### src/core/drive_word_pkg.sv
// Package with the field positions, encodings and reset values of the drive command and status words.
package drive_word_pkg;
   // Command word bit positions.
   localparam int CMD_PRESET_LO = 0;
   localparam int CMD_PRESET_HI = 1;
   localparam int CMD_DC_BRAKE_N = 2;
   localparam int CMD_COAST_N = 3;
   localparam int CMD_QSTOP_N = 4;
   localparam int CMD_HOLD_N = 5;
   localparam int CMD_START = 6;
   localparam int CMD_RESET = 7;
   localparam int CMD_JOG = 8;
   localparam int CMD_RAMP2 = 9;
   localparam int CMD_VALID = 10;
   localparam int CMD_RELAY1 = 11;
   localparam int CMD_RELAY4 = 12;
   localparam int CMD_SETUP_LO = 13;
   localparam int CMD_SETUP_HI = 14;
   localparam int CMD_REVERSE = 15;
   // Status word bit positions.
   localparam int ST_CTRL_READY = 0;
   localparam int ST_DRIVE_READY = 1;
   localparam int ST_ENABLE = 2;
   localparam int ST_TRIP = 3;
   localparam int ST_ERROR = 4;
   localparam int ST_UNUSED = 5;
   localparam int ST_TRIPLOCK = 6;
   localparam int ST_WARNING = 7;
   localparam int ST_AT_REF = 8;
   localparam int ST_BUS_CTRL = 9;
   localparam int ST_IN_LIMIT = 10;
   localparam int ST_RUNNING = 11;
   localparam int ST_OVERTEMP = 12;
   localparam int ST_VOLTAGE = 13;
   localparam int ST_TORQUE = 14;
   localparam int ST_TIMER = 15;
   // Relative reference scaling: this code means 100 percent.
   localparam logic signed [15:0] REF_FULL_SCALE = 16'sh4000;
   // Word reset values: command word resets to an all-stop word.
   localparam logic [15:0] CMD_RESET_VALUE = 16'h0000;
   localparam logic [15:0] STATUS_RESET_VALUE = 16'h0000;
   // Relay function selections.
   localparam logic [1:0] RELAY_SEL_OTHER = 2'h0;
   localparam logic [1:0] RELAY_SEL_CMD11 = 2'h1;
   localparam logic [1:0] RELAY_SEL_CMD12 = 2'h2;
   // Reverse source selections.
   localparam logic [1:0] REV_SRC_DIGITAL = 2'h0;
   localparam logic [1:0] REV_SRC_BUS = 2'h1;
   localparam logic [1:0] REV_SRC_OR = 2'h2;
   localparam logic [1:0] REV_SRC_AND = 2'h3;
   // Start source selections.
   localparam logic [1:0] START_SRC_DIGITAL = 2'h0;
   localparam logic [1:0] START_SRC_BUS = 2'h1;
   localparam logic [1:0] START_SRC_OR = 2'h2;
   localparam logic [1:0] START_SRC_AND = 2'h3;
   // Stop mode encodings, one-hot.
   typedef enum logic [4:0] {
      STOP_NONE = 5'b00001,
      STOP_COAST = 5'b00010,
      STOP_DC_BRAKE = 5'b00100,
      STOP_QUICK = 5'b01000,
      STOP_RAMP = 5'b10000
   } stop_mode_t;
endpackage

### src/core/drive_control_status_words.sv
// Command word decoder, status word builder and speed reference selection for the drive's bus interface.
`timescale 1ns/1ps
// Function
// [RULE_01] During frequency hold, only coast, DC brake or matching digital inputs stop.
// [RULE_02] Bit 06 low ramps to stop; high permits start gated by start source.
// [RULE_03] Bit 07 clears a trip only on its rising edge.
// [RULE_04] Bit 08 high selects the jog speed setting as reference.
// [RULE_05] Bit 09 selects ramp pair one or two.
// [RULE_06] Bit 10 low makes the whole received word ignored.
// [RULE_07] Bit 11 drives relay 01 only when assigned to it.
// [RULE_08] Bit 12 drives relay 04 only when assigned to it.
// [RULE_09] Bits 14:13 select set-up 1 to 4 under multi set-up mode.
// [RULE_10] Bit 15 reverses only for bus, OR or AND reverse source.
// [RULE_11] Status bit 05 is unused and always zero.
// [RULE_12] Status bit 00 shows control ready, zero when tripped.
// [RULE_13] Status bit 02 zero when motor released, one when start enabled.
// [RULE_14] Status bit 03 holds trip until a reset clears it.
// [RULE_15] Status bits 04, 06, 07 show error, trip lock and warning.
// [RULE_16] Status bit 08 shows speed equal to reference.
// [RULE_17] Status bit 09 zero when local key or local reference site.
// [RULE_18] Status bit 10 one while frequency is strictly inside limits.
// [RULE_19] Status bit 11 shows start signal or nonzero output frequency.
// [RULE_20] Status bits 12 to 15 show overtemp, voltage, torque and thermal timer.
// [RULE_21] Whole status word zero on link loss or internal comms fault.
// [RULE_22] Reference and feedback are 16-bit signed, 0x4000 meaning full scale.
// [RULE_23] Bits 01:00 select one of four preset references.
// [RULE_24] Bit 02 low applies DC braking; high allows ramping.
// [RULE_25] Bit 03 low coasts immediately; high permits starting.
// [RULE_26] Bit 05 low freezes output frequency; only speed up/down inputs change it.
// [RULE_27] A command word is applied as one complete 16-bit value.
module drive_control_status_words
#(
   parameter int WORD_W = 16
)
(
   // Clock and reset.
   input wire logic clk_sys,
   input wire logic nrst,
   // Telegram side: command word and reference from the bus master.
   input wire logic [15:0] driveCommandWord,
   input wire logic signed [15:0] busSpeedRef,
   input wire logic telegramStrobe,
   output logic [15:0] driveStateWord,
   output logic signed [15:0] outputFreqFeedback,
   // Configuration from parameter storage.
   input wire logic signed [15:0] presetRef0,
   input wire logic signed [15:0] presetRef1,
   input wire logic signed [15:0] presetRef2,
   input wire logic signed [15:0] presetRef3,
   input wire logic signed [15:0] jogSpeedSetting,
   input wire logic [1:0] startSourceSelect,
   input wire logic [1:0] reverseSourceSelect,
   input wire logic [1:0] relay1FunctionSelect,
   input wire logic [1:0] relay4FunctionSelect,
   input wire logic multiSetupSelected,
   input wire logic localReferenceSite,
   input wire logic signed [15:0] speedLowLimit,
   input wire logic signed [15:0] speedHighLimit,
   // Digital input functions, already synchronised by the terminal logic.
   input wire logic dinStart,
   input wire logic dinReverse,
   input wire logic dinDcBrake,
   input wire logic dinCoast,
   input wire logic dinResetCoast,
   // Drive state from motion and fault logic.
   input wire logic signed [15:0] actualOutputFreq,
   input wire logic tripEvent,
   input wire logic tripLocked,
   input wire logic errorNoTrip,
   input wire logic warningActive,
   input wire logic powerStageReady,
   input wire logic localStopKey,
   input wire logic overtempStop,
   input wire logic dcLinkOutOfRange,
   input wire logic torqueLimitExceeded,
   input wire logic thermalTimerExceeded,
   input wire logic linkLost,
   input wire logic commFault,
   // Commands to motion, relay and fault logic.
   output logic signed [15:0] speedReference,
   output logic freezeOutput,
   output logic runPermit,
   output logic coastStop,
   output logic dcBrakeStop,
   output logic quickStop,
   output logic rampStop,
   output logic rampSetSecond,
   output logic reverseDir,
   output logic relay1Energise,
   output logic relay4Energise,
   output logic [1:0] activeSetup,
   output logic tripClear
);
   // Elaboration check: the word layout is fixed at 16 bits.
   if (WORD_W != 16)
   begin : gWidthCheck
      $error("drive_control_status_words supports only WORD_W of 16");
   end

   typedef struct packed
   {
      logic [15:0] cmdWord;
      logic signed [15:0] busRef;
      logic tripHeld;
      logic [15:0] stateWord;
      logic signed [15:0] freqFeedback;
      logic signed [15:0] speedRef;
      logic freeze;
      logic runPermit;
      drive_word_pkg::stop_mode_t stopMode;
      logic ramp2;
      logic reverse;
      logic relay1;
      logic relay4;
      logic [1:0] setup;
   } ctrl_state_t;

   ctrl_state_t state_r;
   ctrl_state_t state_nxt;
   logic resetPulse;
   logic validWord;

   // Valid bit of the incoming word decides whether the telegram is taken.
   assign validWord = telegramStrobe & driveCommandWord[drive_word_pkg::CMD_VALID]; // [RULE_06]

   // Trip reset acts on a rising edge across accepted command words.
   trip_reset_edge uResetEdge
   (
      .clk_sys(clk_sys),
      .nrst(nrst),
      .level(driveCommandWord[drive_word_pkg::CMD_RESET]),
      .sample(validWord),
      .pulse(resetPulse) // [RULE_03]
   );

   // Next-state logic for the command decode and the status word.
   always_comb
   begin
      logic [15:0] cw;
      logic startBus;
      logic startOk;
      logic revOk;
      logic hold;
      logic signed [15:0] baseRef;
      logic [15:0] sw;
      cw = '0;
      startBus = 1'b0;
      startOk = 1'b0;
      revOk = 1'b0;
      hold = 1'b0;
      baseRef = '0;
      sw = '0;
      state_nxt = state_r;
      // Latch the whole word at once, never bit by bit.
      if (validWord)
      begin
         state_nxt.cmdWord = driveCommandWord; // [RULE_27]
         state_nxt.busRef = busSpeedRef; // [RULE_22]
      end
      cw = state_nxt.cmdWord;
      // Trip latch: a new trip wins over a reset in the same cycle.
      if (tripEvent)
      begin
         state_nxt.tripHeld = 1'b1; // [RULE_14]
      end
      else if (resetPulse)
      begin
         state_nxt.tripHeld = 1'b0; // [RULE_14]
      end
      // Start gating by the selected start source: digital input, bus bit, OR or AND.
      startBus = cw[drive_word_pkg::CMD_START];
      case (startSourceSelect)
         drive_word_pkg::START_SRC_DIGITAL: startOk = dinStart;
         drive_word_pkg::START_SRC_BUS: startOk = startBus;
         drive_word_pkg::START_SRC_OR: startOk = startBus | dinStart;
         drive_word_pkg::START_SRC_AND: startOk = startBus & dinStart;
         default: startOk = 1'b0;
      endcase
      hold = ~cw[drive_word_pkg::CMD_HOLD_N]; // [RULE_26]
      // Stop selection by priority; under hold only coast and DC brake stop.
      if (~cw[drive_word_pkg::CMD_COAST_N] | dinCoast | dinResetCoast)
      begin
         state_nxt.stopMode = drive_word_pkg::STOP_COAST; // [RULE_25] [RULE_01]
      end
      else if (~cw[drive_word_pkg::CMD_DC_BRAKE_N] | dinDcBrake)
      begin
         state_nxt.stopMode = drive_word_pkg::STOP_DC_BRAKE; // [RULE_24] [RULE_01]
      end
      else if (hold)
      begin
         state_nxt.stopMode = drive_word_pkg::STOP_NONE; // [RULE_01]
      end
      else if (~cw[drive_word_pkg::CMD_QSTOP_N])
      begin
         state_nxt.stopMode = drive_word_pkg::STOP_QUICK;
      end
      else if (~startOk)
      begin
         state_nxt.stopMode = drive_word_pkg::STOP_RAMP; // [RULE_02]
      end
      else
      begin
         state_nxt.stopMode = drive_word_pkg::STOP_NONE;
      end
      state_nxt.freeze = hold; // [RULE_26]
      state_nxt.runPermit = (state_nxt.stopMode == drive_word_pkg::STOP_NONE)
         & (startOk | hold) & ~state_nxt.tripHeld; // [RULE_02]
      // Reference: jog wins over presets and bus reference.
      case (cw[drive_word_pkg::CMD_PRESET_HI:drive_word_pkg::CMD_PRESET_LO])
         2'h0: baseRef = presetRef0; // [RULE_23]
         2'h1: baseRef = presetRef1; // [RULE_23]
         2'h2: baseRef = presetRef2; // [RULE_23]
         2'h3: baseRef = presetRef3; // [RULE_23]
         default: baseRef = presetRef0;
      endcase
      baseRef = baseRef + state_nxt.busRef; // [RULE_22]
      if (cw[drive_word_pkg::CMD_JOG])
      begin
         state_nxt.speedRef = jogSpeedSetting; // [RULE_04]
      end
      else
      begin
         state_nxt.speedRef = baseRef;
      end
      state_nxt.ramp2 = cw[drive_word_pkg::CMD_RAMP2]; // [RULE_05]
      // Bit 15 reverses only for bus, OR or AND sources; the digital source follows dinReverse.
      case (reverseSourceSelect)
         drive_word_pkg::REV_SRC_DIGITAL: revOk = dinReverse; // [RULE_10]
         drive_word_pkg::REV_SRC_BUS: revOk = cw[drive_word_pkg::CMD_REVERSE]; // [RULE_10]
         drive_word_pkg::REV_SRC_OR: revOk = cw[drive_word_pkg::CMD_REVERSE] | dinReverse;
         drive_word_pkg::REV_SRC_AND: revOk = cw[drive_word_pkg::CMD_REVERSE] & dinReverse;
         default: revOk = 1'b0;
      endcase
      state_nxt.reverse = revOk;
      state_nxt.relay1 = cw[drive_word_pkg::CMD_RELAY1]
         & (relay1FunctionSelect == drive_word_pkg::RELAY_SEL_CMD11); // [RULE_07]
      state_nxt.relay4 = cw[drive_word_pkg::CMD_RELAY4]
         & (relay4FunctionSelect == drive_word_pkg::RELAY_SEL_CMD12); // [RULE_08]
      if (multiSetupSelected)
      begin
         state_nxt.setup =
            cw[drive_word_pkg::CMD_SETUP_HI:drive_word_pkg::CMD_SETUP_LO]; // [RULE_09]
      end
      // Status word built from the drive's live state.
      sw[drive_word_pkg::ST_CTRL_READY] = ~state_nxt.tripHeld; // [RULE_12]
      sw[drive_word_pkg::ST_DRIVE_READY] = ~state_nxt.tripHeld & powerStageReady;
      sw[drive_word_pkg::ST_ENABLE] = (state_nxt.stopMode != drive_word_pkg::STOP_COAST)
         & ~state_nxt.tripHeld; // [RULE_13]
      sw[drive_word_pkg::ST_TRIP] = state_nxt.tripHeld; // [RULE_14]
      sw[drive_word_pkg::ST_ERROR] = errorNoTrip; // [RULE_15]
      sw[drive_word_pkg::ST_UNUSED] = 1'b0; // [RULE_11]
      sw[drive_word_pkg::ST_TRIPLOCK] = tripLocked; // [RULE_15]
      sw[drive_word_pkg::ST_WARNING] = warningActive; // [RULE_15]
      sw[drive_word_pkg::ST_AT_REF] = (actualOutputFreq == state_r.speedRef); // [RULE_16]
      sw[drive_word_pkg::ST_BUS_CTRL] = ~(localStopKey | localReferenceSite); // [RULE_17]
      sw[drive_word_pkg::ST_IN_LIMIT] = (actualOutputFreq > speedLowLimit)
         & (actualOutputFreq < speedHighLimit); // [RULE_18]
      sw[drive_word_pkg::ST_RUNNING] = startOk | (actualOutputFreq != 16'sh0000); // [RULE_19]
      sw[drive_word_pkg::ST_OVERTEMP] = overtempStop; // [RULE_20]
      sw[drive_word_pkg::ST_VOLTAGE] = dcLinkOutOfRange; // [RULE_20]
      sw[drive_word_pkg::ST_TORQUE] = torqueLimitExceeded; // [RULE_20]
      sw[drive_word_pkg::ST_TIMER] = thermalTimerExceeded; // [RULE_20]
      if (linkLost | commFault)
      begin
         sw = drive_word_pkg::STATUS_RESET_VALUE; // [RULE_21]
      end
      state_nxt.stateWord = sw;
      state_nxt.freqFeedback = actualOutputFreq; // [RULE_22]
   end

   // State register; command word resets to all-stop with coast active.
   always_ff @(posedge clk_sys or negedge nrst)
   begin
      if (!nrst)
      begin
         state_r <= '0;
         state_r.cmdWord <= drive_word_pkg::CMD_RESET_VALUE;
         state_r.stopMode <= drive_word_pkg::STOP_COAST;
      end
      else
      begin
         state_r <= state_nxt;
      end
   end

   // Outputs straight from the state register, tripClear from the edge detector; stop outputs are bits of the one-hot stop code.
   assign driveStateWord = state_r.stateWord;
   assign outputFreqFeedback = state_r.freqFeedback;
   assign speedReference = state_r.speedRef;
   assign freezeOutput = state_r.freeze;
   assign runPermit = state_r.runPermit;
   assign coastStop = state_r.stopMode[1];
   assign dcBrakeStop = state_r.stopMode[2];
   assign quickStop = state_r.stopMode[3];
   assign rampStop = state_r.stopMode[4];
   assign rampSetSecond = state_r.ramp2;
   assign reverseDir = state_r.reverse;
   assign relay1Energise = state_r.relay1;
   assign relay4Energise = state_r.relay4;
   assign activeSetup = state_r.setup;
   assign tripClear = resetPulse;
endmodule // drive_control_status_words

### src/core/trip_reset_edge.sv
// Module that turns a qualified reset level into a one-cycle pulse on its rising edge.
`timescale 1ns/1ps
module trip_reset_edge
(
   // Clock and reset.
   input wire logic clk_sys,
   input wire logic nrst,
   // Level in and pulse out.
   input wire logic level,
   input wire logic sample,
   output logic pulse
);
   typedef struct packed
   {
      logic prev;
      logic pulse;
   } edge_state_t;

   edge_state_t state_r;
   edge_state_t state_nxt;

   // A pulse comes only when a new sample shows a 0 to 1 change.
   always_comb
   begin
      state_nxt = state_r;
      state_nxt.pulse = 1'b0;
      if (sample)
      begin
         state_nxt.pulse = level & ~state_r.prev; // [RULE_03]
         state_nxt.prev = level;
      end
   end

   // State register.
   always_ff @(posedge clk_sys or negedge nrst)
   begin
      if (!nrst)
      begin
         state_r <= '0;
      end
      else
      begin
         state_r <= state_nxt;
      end
   end

   assign pulse = state_r.pulse;
endmodule // trip_reset_edge

### config.mk
export PLATFORM = sky130hd
export DESIGN_NAME = drive_control_status_words
export DESIGN_NICKNAME = d
export VERILOG_FILES = /design/src/core/drive_word_pkg.sv /design/src/core/drive_control_status_words.sv /design/src/core/trip_reset_edge.sv
export SDC_FILE = /design/constraint.sdc
export NUM_CORES = 1
export LEC_CHECK = 0
export BUFFER_PORTS_ARGS = -buffer_cell sky130_fd_sc_hd__buf_2
export CORE_UTILIZATION = 37
export CTS_CLUSTER_SIZE = 10
export DETAILED_ROUTE_END_ITERATION = 10
export PLACE_DENSITY = 0.68
export SYNTH_ARGS = -nofsm -noshare
export SYNTH_HDL_FRONTEND = slang
export SYNTH_SLANG_ARGS = --single-unit
### constraint.sdc
create_clock -name clk_sys -period 3.3 [get_ports clk_sys]
set_clock_uncertainty 0.05 [all_clocks]
set_input_delay 0.66 -clock clk_sys [delete_from_list [all_inputs] [get_ports clk_sys]]
set_output_delay 0.66 -clock clk_sys [all_outputs]
set_load 0.03 [all_outputs]
==> metrics.yaml <==
fin_nets: 993
core.rowCount: 45
drt_iter0_drc: 121
firstDrtPassIters: 4
area_growth_pct: 28.5
tightest_slew_ps: 579
path_class: "in -> reg"
pre_cts_slack_ps: -147
wl_um: 14300
cts_max_level: 3
die_w_um: 126
r2r-start: "state_r[79]"
post-route-util_pct: 48.5
die_h_um: 126
worst_hold_slack_ps: 256
place_inst: 931
ant_nets: 0
hpwl_um: 12000
r2r_end: "speedReference[13]"
yosysWarnings: 0
power_leakage_nw: 3.87
crit_slowest_cell: "mux4_2"
postCtsSetupBuffers: 0
fin_setup_tns_ps: 0
cp_max_fo: 7
global_route.overflow_total: 0
drive_above_1_share_pct: 46.8
seqPwrFrac_pct: 34.6
synth_fp_nets: 763
setup_viol: 0
numCtsBuffers: 9
finalHoldViolations: 0
synth.cell_area_sq_mm: 0.00571
ys_top_cells_by_area: "dfrtp_1 (39%), ha_1 (11%), buf_4 (6.6%)"
status: "completed"
synth.distinct_cells: 68
portBuffers: 249
dr_total_vias: 4567
cp_cell_sequence: "buf_2 -> a21bo_4 -> nand2_8 -> buf_4 -> mux4_2 -> ha_1 -> a21oi_1 -> o21ai_0 -> nand3_1 -> o311ai_4 -> a2111oi_0 -> nand3b_1"
endpoint: "speedReference[13]"
vias_per_cell: 4.82
power_switching_mw: 1.40
swShare_pct: 35.3
synthArstFlopShare_pct: 100
crit_arrival_ps: 3310
gp_congestion: 0.841
vdd.ir_drop.worst_uv: 258
slowest_delay_ps: 520
yosysMostFrequentCell: "dfrtp_1"
yosysTopAreaCell: "dfrtp_1"
grt_max_degree: 50
r2r_slack_ps: 320
stdcell_count: 947
clk_root_buffer_cell: "clkbuf_16"
cts_sinks: 91
wl_per_cell_um: 15.1
start_util_pct: 37.7
ctsHoldBuffers: 0
insertedDiodeCount: 0
holdCritPathClass: "in -> async"
grtUsageTotal_pct: 18.7
cts_tree: "done"
finalCritPeriodShare_pct: 93.6
synth_edf_count: 0
slew_headroom_pct: 61.4
core_sq_mm: 0.0151
syn_area_per_cell_sq_um: 10.9
clkLatencyLatePin_ps: 340
ys.flop_type: "dfrtp_1"
synth_seq_cells: 91
grt_pass1_vias: 4531
dieArea_sq_mm: 0.0159
fin_crit_ps: 3090
fin_ws_ps: 210
ios: 251
antenna_found_initial: 0
clockPowerShare_pct: 26.0
clockBufferDepth: 2
seq_area_frac_synth_pct: 39.9
critPathLaunch: "driveCommandWord[10]"
maxCapViolations: 0
clkSlewWorstSetupHoldPaths_ps: 60
required_ps: 3530
pwr-share-comb_pct: 39.4
cp-end-kind: "register"
internal_power_mw: 2.56
rsz0062_at_grt: "no"
max_freq_mhz: 324
cts_repair_resize_count: 0
drc: 0
grt_pass1_wl_um: 23000
slew_violations: 0
synthTopCellsByCount: "dfrtp_1 (90), buf_4 (50), ha_1 (48)"
synthCells: 524
synth_top_area_share_pct: 39.4
p_per_area_mw_per_mm2: 540
r2r_cells: 11
start_kind: "primary input"
through the flow:
| step | instance area [sq um] | power [mW] |
|---|---|---|
| after CTS | 7340 | 4.03 |
| after detailed placement | 7040 | 2.97 |
| final | 7340 | 3.96 |
| after global placement | 7040 | 2.96 |
| after floorplan | 5770 | 2.52 |
| after global routing | 7340 | 4.23 |
state kept, by name, indices dropped and copies added, names as in the netlist, 2 cells and up:
name,flops
activeSetup,2
driveStateWord,15
outputFreqFeedback,16
speedReference,16
state_r,32
routing by layer:
layer	global-route usage (%)	routed length (um)	part of all wire (%)	up-vias
met2	30.8	6900	48	149
met3	4.63	707	5.0	19
li1	-	-	-	2283
met1	23.7	6370	45	2116
met4	6.73	296	2.1	0
met5	0	0	0	-
how the worst min path moves through the flow:
stage,end,startpoint,cells after the start,slack (ps)
after floorplan,activeSetup[0],nrst,0,310
after global placement,uResetEdge.pulse,state_r[85],1,360
after detailed placement,uResetEdge.pulse,state_r[85],1,370
after CTS,driveStateWord[10],nrst,1,270
after global routing,driveStateWord[10],nrst,1,290
final,driveStateWord[10],nrst,1,260
worst max-delay path, delay by kind of cell:
kind,cells,cell delay (ps)
adders and majority gates,1,350
and+or+nand+nor,3,410
buffers and inverters,2,330
muxes,1,520
AOI/OAI and AO/OA,5,1040
cell families (layout without fill, tap and decap cells):
kind of cell / Yosys count / count (layout) / synth area share [%]
buffers and inverters: 104 / 339 / 10.5
and+or+nand+nor: 118 / 118 / 11.2
adders and majority gates: 49 / 49 / 10.9
AOI/OAI and AO/OA: 88 / 88 / 11.3
muxes: 50 / 50 / 12.7
DFF: 91 / 91 / 39.9
other: 1 / 1 / 0.0656
xor gates and xnor gates: 23 / 23 / 3.53
power by group through the flow:
| stage | clock network [mW] | registers (mW) | logic [mW] |
|---|---|---|---|
| final | 1.03 | 1.37 | 1.56 |
| after global routing | 1.11 | 1.40 | 1.72 |
| after CTS | 1.07 | 1.38 | 1.58 |
| after detailed placement | 0 | 1.40 | 1.57 |
| after global placement | 0 | 1.40 | 1.56 |
| after floorplan | 0 | 1.37 | 1.15 |
cells in the final DEF, fill, tap and decap left out, types with 3 or more instances in the layout:
master,count
buf_2,248
dfrtp_1,90
ha_1,47
inv_1,41
buf_4,31
nand2_1,27
mux2_2,26
a21oi_1,19
xor2_1,19
nor2_1,18
o21ai_0,16
mux4_2,15
a21o_1,13
nand3_1,10
nand4_1,10
clkbuf_16,9
mux2i_1,8
nor3_1,8
nor4_1,8
and2_1,7
a31oi_1,4
a211oi_1,4
and3_1,4
xnor2_1,4
nor2b_1,4
o21a_1,3
nand2b_1,3
o31ai_1,3
o211ai_1,3
area by class of cell:
class                   count  area (sq um)
well taps                 188           235
multi-input cells         329          2880
clock inverters             4          50.0
repair buffers            280          1490
clock buffers              12           246
fillers                  1430          7800
inverters                  43           161
flip-flops and latches     91          2280
(Power assumes the default switching activity.)
